`src/shared/misc_regs_pkg.sv`:
```
// Constants shared by the runtime miscellaneous and floppy register bank
// ----------------------------------------------------------------------------
// Overview of operation
// - Status bits 0 and 1 set on any edge of monitored pins 0 and 1.
// - Status bits 2, 3 and 4 set on any edge of monitored pins 2, 3 and 4.
// - Status bit 5 sets on any edge of monitored pin 5, or of its alternate when selected.
// - Writing one to status bits 5..0 clears them and writing zero leaves them alone.
// - Status bits 7..6 always read as zero.
// - The location after the status register is read-only and reads zero.
// - Writing one sets a force-change bit and writing zero never clears it.
// - Force bit 0 is cleared by a step pulse while drive 0 is selected.
// - Force bit 1 is cleared by a step pulse while drive 1 is selected.
// - The media-changed flag is select-0 and force 0, or select-1 and force 1, or the drive input.
// - The force-change register resets to 0x03 on every reset.
// - A read-only shadow returns rate, precompensation, power-down in bit 6 and soft reset.
// ----------------------------------------------------------------------------
package misc_regs_pkg;
    localparam int ADDR_W = 8;
    localparam int DATA_W = 8;
    localparam int NUM_PINS = 6;
    localparam logic [7:0] OFS_EDGE_STATUS = 8'h1C;
    localparam logic [7:0] OFS_RESERVED = 8'h1D;
    localparam logic [7:0] OFS_FORCE_CHANGE = 8'h1E;
    localparam logic [7:0] OFS_RATE_SHADOW = 8'h1F;
    localparam logic [7:0] OFS_IRQ_ENABLE = 8'h30;
    localparam logic [7:0] OFS_IRQ_CLEAR = 8'h31;
    localparam logic [5:0] RST_EDGE_STATUS = 6'h00;
    localparam logic [1:0] RST_FORCE_CHANGE = 2'h3;
    localparam logic [7:0] RST_RATE_SHADOW = 8'h00;
    localparam logic [5:0] RST_IRQ_ENABLE = 6'h00;
    localparam int POS_DRATE = 0;
    localparam int POS_WRITE_SELECT_A = 2;
    localparam int POS_POWER_DOWN = 6;
    localparam int POS_SOFT_RESET = 7;
    localparam logic [7:0] RATE_SHADOW_MASK = 8'hDF;
    localparam int SYNC_STAGES = 3;
endpackage : misc_regs_pkg

```
`src/rtl/pin_edge_detect.sv`:
```
// Three-stage pin synchroniser with either-edge pulse
`timescale 1ns/100ps
module pin_edge_detect #(
    parameter int STAGES = 3
) (
    // Clock and reset
    input wire logic clk,
    input wire logic srst,
    // Pin and pulse
    input wire logic pin,
    output logic edge_pulse
);
    logic [STAGES-1:0] sync_reg;
    logic [STAGES-1:0] sync_next;
    logic level_reg;
    logic level_next;
    logic prime_reg;
    logic prime_next;
    logic [STAGES-1:0] fill_reg;
    logic [STAGES-1:0] fill_next;

    always_comb begin
        sync_next = {sync_reg[STAGES-2:0], pin};
        level_next = level_reg;
        fill_next = {fill_reg[STAGES-2:0], 1'b1};
        // Reset zeros in the chain are no pin level, so stay blind until it refills
        prime_next = fill_reg[STAGES-1];
        edge_pulse = 1'b0;
        // Change counts once the last two stages agree
        if (sync_reg[STAGES-1] == sync_reg[STAGES-2]) begin
            level_next = sync_reg[STAGES-1];
            edge_pulse = prime_reg && (sync_reg[STAGES-1] != level_reg);
        end
    end

    always_ff @(posedge clk) begin
        if (srst) begin
            sync_reg <= '0;
            level_reg <= 1'b0;
            prime_reg <= 1'b0;
            fill_reg <= '0;
        end else begin
            sync_reg <= sync_next;
            level_reg <= level_next;
            prime_reg <= prime_next;
            fill_reg <= fill_next;
        end
    end
endmodule : pin_edge_detect

```
`src/rtl/runtime_misc_floppy_regs.sv`:
```
// Runtime edge status, force media change and rate shadow register bank
//
// The implementer's own choice: the address-and-strobe port.
`timescale 1ns/100ps
module runtime_misc_floppy_regs (
    // Clock and reset
    input wire logic CLK,
    input wire logic SRST,
    // Register port
    input wire logic [misc_regs_pkg::ADDR_W-1:0] ADDR,
    input wire logic [misc_regs_pkg::DATA_W-1:0] WDATA,
    input wire logic WR,
    input wire logic RD,
    output logic [misc_regs_pkg::DATA_W-1:0] RDATA,
    // Monitored pins
    input wire logic [misc_regs_pkg::NUM_PINS-1:0] MONITORED_PIN,
    input wire logic MONITORED_PIN_5_ALT,
    input wire logic PIN5_ALT_SELECT,
    // Floppy drive signals
    input wire logic HEAD_STEP_PULSE_N,
    input wire logic DRIVE_SELECT_0_N,
    input wire logic DRIVE_SELECT_1_N,
    input wire logic MEDIA_CHANGED_IN_N,
    // Data-rate-select write from the floppy controller
    input wire logic RATE_WR,
    input wire logic [misc_regs_pkg::DATA_W-1:0] RATE_WDATA,
    // Outputs
    output logic MEDIA_CHANGED_FLAG,
    output logic IRQ
);
    import misc_regs_pkg::*;

    // ------------------------------------------------------------------------
    // Pin synchronisers
    // ------------------------------------------------------------------------
    logic [NUM_PINS-1:0] pin_src;
    logic [NUM_PINS-1:0] pin_edge;
    logic [2:0] step_sync_reg;
    logic [2:0] step_sync_next;
    logic [2:0] ds0_sync_reg;
    logic [2:0] ds0_sync_next;
    logic [2:0] ds1_sync_reg;
    logic [2:0] ds1_sync_next;
    logic [2:0] chg_sync_reg;
    logic [2:0] chg_sync_next;
    logic step_lvl_reg;
    logic step_lvl_next;
    logic ds0_lvl_reg;
    logic ds0_lvl_next;
    logic ds1_lvl_reg;
    logic ds1_lvl_next;
    logic chg_lvl_reg;
    logic chg_lvl_next;
    logic step_fall;

    // Alternate pin choice for bit 5 is left to the integrator
    always_comb begin
        pin_src = MONITORED_PIN;
        pin_src[5] = PIN5_ALT_SELECT ? MONITORED_PIN_5_ALT : MONITORED_PIN[5];
    end

    for (genvar i = 0; i < NUM_PINS; i++) begin : g_pin
        pin_edge_detect #(
            .STAGES(SYNC_STAGES)
        ) u_edge (
            .clk(CLK),
            .srst(SRST),
            .pin(pin_src[i]),
            .edge_pulse(pin_edge[i])
        );
    end

    // ------------------------------------------------------------------------
    // Drive signal synchronisers
    // ------------------------------------------------------------------------
    always_comb begin
        step_sync_next = {step_sync_reg[1:0], HEAD_STEP_PULSE_N};
        ds0_sync_next = {ds0_sync_reg[1:0], DRIVE_SELECT_0_N};
        ds1_sync_next = {ds1_sync_reg[1:0], DRIVE_SELECT_1_N};
        chg_sync_next = {chg_sync_reg[1:0], MEDIA_CHANGED_IN_N};
        step_lvl_next = (step_sync_reg[2] == step_sync_reg[1]) ? step_sync_reg[2] : step_lvl_reg;
        ds0_lvl_next = (ds0_sync_reg[2] == ds0_sync_reg[1]) ? ds0_sync_reg[2] : ds0_lvl_reg;
        ds1_lvl_next = (ds1_sync_reg[2] == ds1_sync_reg[1]) ? ds1_sync_reg[2] : ds1_lvl_reg;
        chg_lvl_next = (chg_sync_reg[2] == chg_sync_reg[1]) ? chg_sync_reg[2] : chg_lvl_reg;
        // Step is active low: falling level starts a pulse
        step_fall = step_lvl_reg && !step_lvl_next;
    end

    always_ff @(posedge CLK) begin
        if (SRST) begin
            step_sync_reg <= 3'h7;
            ds0_sync_reg <= 3'h7;
            ds1_sync_reg <= 3'h7;
            chg_sync_reg <= 3'h7;
            step_lvl_reg <= 1'b1;
            ds0_lvl_reg <= 1'b1;
            ds1_lvl_reg <= 1'b1;
            chg_lvl_reg <= 1'b1;
        end else begin
            step_sync_reg <= step_sync_next;
            ds0_sync_reg <= ds0_sync_next;
            ds1_sync_reg <= ds1_sync_next;
            chg_sync_reg <= chg_sync_next;
            step_lvl_reg <= step_lvl_next;
            ds0_lvl_reg <= ds0_lvl_next;
            ds1_lvl_reg <= ds1_lvl_next;
            chg_lvl_reg <= chg_lvl_next;
        end
    end

    // ------------------------------------------------------------------------
    // Register state
    // ------------------------------------------------------------------------
    logic [5:0] status_reg;
    logic [5:0] status_next;
    logic [1:0] force_reg;
    logic [1:0] force_next;
    logic [7:0] shadow_reg;
    logic [7:0] shadow_next;
    logic [5:0] irq_en_reg;
    logic [5:0] irq_en_next;
    logic [7:0] rdata_reg;
    logic [7:0] rdata_next;
    logic [5:0] status_clr;
    logic [1:0] force_clr;

    always_comb begin
        status_clr = '0;
        if (WR && (ADDR == OFS_EDGE_STATUS || ADDR == OFS_IRQ_CLEAR)) begin
            status_clr = WDATA[5:0];
        end
        // Set wins over a clear in the same cycle
        status_next = (status_reg & ~status_clr) | pin_edge[5:0];

        // Hardware clear on a step pulse of the selected drive
        force_clr[0] = step_fall && !ds0_lvl_reg;
        force_clr[1] = step_fall && !ds1_lvl_reg;
        force_next = force_reg & ~force_clr;
        if (WR && ADDR == OFS_FORCE_CHANGE) begin
            force_next = force_next | WDATA[1:0];
        end

        shadow_next = shadow_reg;
        if (RATE_WR) begin
            shadow_next = RATE_WDATA & RATE_SHADOW_MASK;
        end

        irq_en_next = irq_en_reg;
        if (WR && ADDR == OFS_IRQ_ENABLE) begin
            irq_en_next = WDATA[5:0];
        end

        rdata_next = 8'h00;
        if (RD) begin
            unique case (ADDR)
                OFS_EDGE_STATUS: rdata_next = {2'h0, status_reg};
                OFS_RESERVED: rdata_next = 8'h00;
                OFS_FORCE_CHANGE: rdata_next = {6'h00, force_reg};
                OFS_RATE_SHADOW: rdata_next = shadow_reg;
                OFS_IRQ_ENABLE: rdata_next = {2'h0, irq_en_reg};
                default: rdata_next = 8'h00;
            endcase
        end
    end

    always_ff @(posedge CLK) begin
        if (SRST) begin
            status_reg <= RST_EDGE_STATUS;
            force_reg <= RST_FORCE_CHANGE;
            shadow_reg <= RST_RATE_SHADOW;
            irq_en_reg <= RST_IRQ_ENABLE;
            rdata_reg <= 8'h00;
        end else begin
            status_reg <= status_next;
            force_reg <= force_next;
            shadow_reg <= shadow_next;
            irq_en_reg <= irq_en_next;
            rdata_reg <= rdata_next;
        end
    end

    assign RDATA = rdata_reg;
    assign IRQ = |(status_reg & irq_en_reg);
    // Select lines are active low, hence the inversion
    assign MEDIA_CHANGED_FLAG = (!ds0_lvl_reg && force_reg[0]) || (!ds1_lvl_reg && force_reg[1])
        || !chg_lvl_reg;
endmodule : runtime_misc_floppy_regs

```
`config.mk`:
```
export PLATFORM = sky130hd
export DESIGN_NAME = runtime_misc_floppy_regs
export DESIGN_NICKNAME = d
export VERILOG_FILES = /design/src/shared/misc_regs_pkg.sv /design/src/rtl/pin_edge_detect.sv /design/src/rtl/runtime_misc_floppy_regs.sv
export SDC_FILE = /design/constraint.sdc
export NUM_CORES = 1
export LEC_CHECK = 0
export ABC_AREA = 1
export BUFFER_PORTS_ARGS = -buffer_cell sky130_fd_sc_hd__buf_2
export CORE_UTILIZATION = 35
export CTS_CLUSTER_SIZE = 10
export DETAILED_ROUTE_END_ITERATION = 10
export SLEW_MARGIN = 20
export SYNTH_ARGS = -nofsm -noshare
export SYNTH_HDL_FRONTEND = slang
export SYNTH_SLANG_ARGS = --single-unit
```
`constraint.sdc`:
```
create_clock -name CLK -period 1.65 [get_ports CLK]
set_clock_uncertainty 0.1 [all_clocks]
set_input_delay 0.0825 -clock CLK [delete_from_list [all_inputs] [get_ports CLK]]
set_output_delay 0.0825 -clock CLK [all_outputs]
set_load 0.005 [all_outputs]
```
==> impl_metrics.yaml <==
synth:
  ys_seq_area_frac: 0.543
  ys_warn_count: 0
  syn_nets: 376
  synth.distinct_cells: 23
  postSynthAreaPerCell_um2: 8.04
  ys_ff_latch: 73
  synth_area_um2: 2690
  synthCells: 335
timing:
  max_freq_ghz: 0.731
  hold_viol_final: 0
  relSlewSlack: 0.743
  slew_viol_final: 0
  tns_ns: 0
  fin_crit_ns: 1.37
  setup_violations: 0
  setup_ws_ns: 0.282
  finalCritPeriodShare: 0.829
  rsz0062_at_grt: "no"
  tightestPinTransition_ns: 0.385
route:
  num_vias: 2180
  viasPerCell: 4.18
  post_drt_wl_per_cell_um: 9.99
  route.final.wire_length_mm: 5.20
  drtPass1Iterations: 4
  drt_iter0_markers: 100
  drc: 0
  drtAntennaViolNets: 0
grt:
  antenna_found_initial: 0
  grt_pass1_wl_mm: 9.08
  grt_util_all_layers: 0.143
  grt_max_degree: 42
  grt_pass1_vias: 2098
  grt.overflow.total: 0
pwr:
  cellPowerDensity_nw_per_um2: 929
  ir_worst_vdd_uv: 399
  leakage_nw: 1.52
worst_setup_path:
  crit_family: "flip-flops"
  r2r_cells: 3
  arrival_ns: 1.19
  path_cells: "inv_1, o22ai_1, a21oi_1, nand4_1, buf_2"
  endpoint_kind: "output pin"
  worst-setup-path-type: "register to output pin"
  crit_cells: 5
  startpoint_type: "register"
  worstPathRequired_ns: 1.47
  critPathMaxStageDelay_ns: 0.30
  crit_path_top_delay_cell: "dfxtp_1"
  crit_path_max_fanout: 3
  crit_buf_inv: 2
layout:
  final_common_cell: "dfxtp_1"
  nNetsFinal: 459
  final_cell_mix: "73 x dfxtp_1, 56 x nor2_1, 50 x inv_1, 47 x buf_2, 44 x nand2_1"
  area_delta_synth_final_pct: 29.8
  final_layout_size_suffix_gt1_frac: 0.211
  diodes: 0
  largest_register_ffs: 18
clock_network:
  h-tree-depth: 3
  cts_tree: "yes"
  cts_buffer_depth: 2
  path_clk_slew_ns: 0.07
  clk_latency_ns: 0.33
  ctsResizeCount: 0
  cts_root_buffer: "clkbuf_8"
  cts_buffers: 9
  clock_sinks: 73
die:
  die_y_um: 89.7
  core-area_um2: 7330
  rows: 31
  ioPinCount: 51
  die_x_um: 89.7
  dieArea_um2: 8050
  start_util: 0.367
place:
  io_buffers: 47
  post-place-ws_ns: 0.350
  gp_congestion: 0.770
  dpl.hpwl_mm: 3.53
flow_run:
  cap_violations: 0
run_status:
  status: "completed"
hold_path:
  holdCritPathClass: "input pin to register"
  hold_depth: 4
## final cells by class
type,count,area [µm²]
clock inverter,3,17.5
inverter,52,195
multi-input combinational,201,983
tap,99,124
sequential,73,1460
timing repair buffer,81,568
clock buffer,12,145
fill,733,3840
## tightest hold or removal path, stage by stage
cell and delay [ns]:
buf_2 0.09, inv_1 0.08, nand2_1 0.14, nor2_1 0.06
## per-stage QoR
| stage | cells | total power [mW] | area, µm² | util | hold slack, ns |
|---|---|---|---|---|---|
| after CTS | 521 | 3.29 | 3490 | 0.477 | 0.0451 |
| after global placement | 475 | 2.05 | 3020 | 0.412 | 0.165 |
| after global routing | 521 | 3.41 | 3490 | 0.477 | 0.0666 |
| after floorplan | 335 | 1.97 | 2690 | - | 0.0760 |
| after detailed placement | 475 | 2.05 | 3020 | 0.412 | 0.169 |
| final | 521 | 3.25 | 3490 | 0.477 | 0.0553 |
## where the power goes
group / internal (mW) / total (mW) / switching (mW)
logic: 0.124 / 0.238 / 0.114
registers: 1.81 / 1.83 / 0.0210
clock network: 0.574 / 1.18 / 0.604
## per-layer routing
layer / track usage / part of all wire
met2: 0.246 / 0.48
met5: 0 / 0
met1: 0.161 / 0.47
met4: 0.0697 / 0.013
met3: 0.0423 / 0.034
## cell families (layout without fill, tap and decap cells)
kind of cell	after synthesis	after routing	share of synthesized area
and+or+nand+nor	145	145	0.251
buffers and inverters	61	148	0.0920
DFF	73	73	0.543
AOI/OAI and AO/OA	56	56	0.114
## Yosys cell counts (all sizes together)
| master | count | area, µm² |
|---|---|---|
| nor2 | 60 | 255 |
| nor3 | 3 | 26.3 |
| clkbuf | 4 | 15.0 |
| o22ai | 2 | 12.5 |
| o211ai | 8 | 60.1 |
| a21oi | 19 | 95.1 |
| nand3 | 18 | 95.1 |
| nand2 | 50 | 213 |
| dfxtp | 73 | 1460 |
| o221ai | 1 | 8.76 |
| inv | 52 | 195 |
| o21ai | 26 | 130 |
| nand4 | 2 | 12.5 |
| or2 | 12 | 75.1 |
| buf | 5 | 37.5 |
## worst paths after layout
kind	to	slack, ns	start
worst max-delay path	IRQ	0.28	irq_en_reg[4]
worst min register to register	g_pin[0].u_edge.sync_reg[1]	0.30	g_pin[0].u_edge.sync_reg[0]
worst max register to register	shadow_reg[3]	0.34	shadow_reg[3]
worst min-delay path	RDATA[5]	0.06	SRST
## what timing repair did
item | CTS | global route
hold buffers | 31 | 0
endpoints found under the setup margin | 0 | 0
endpoints found under the hold margin | 34 | 0
setup buffers | 0 | 0
(Power assumes the default switching activity.)
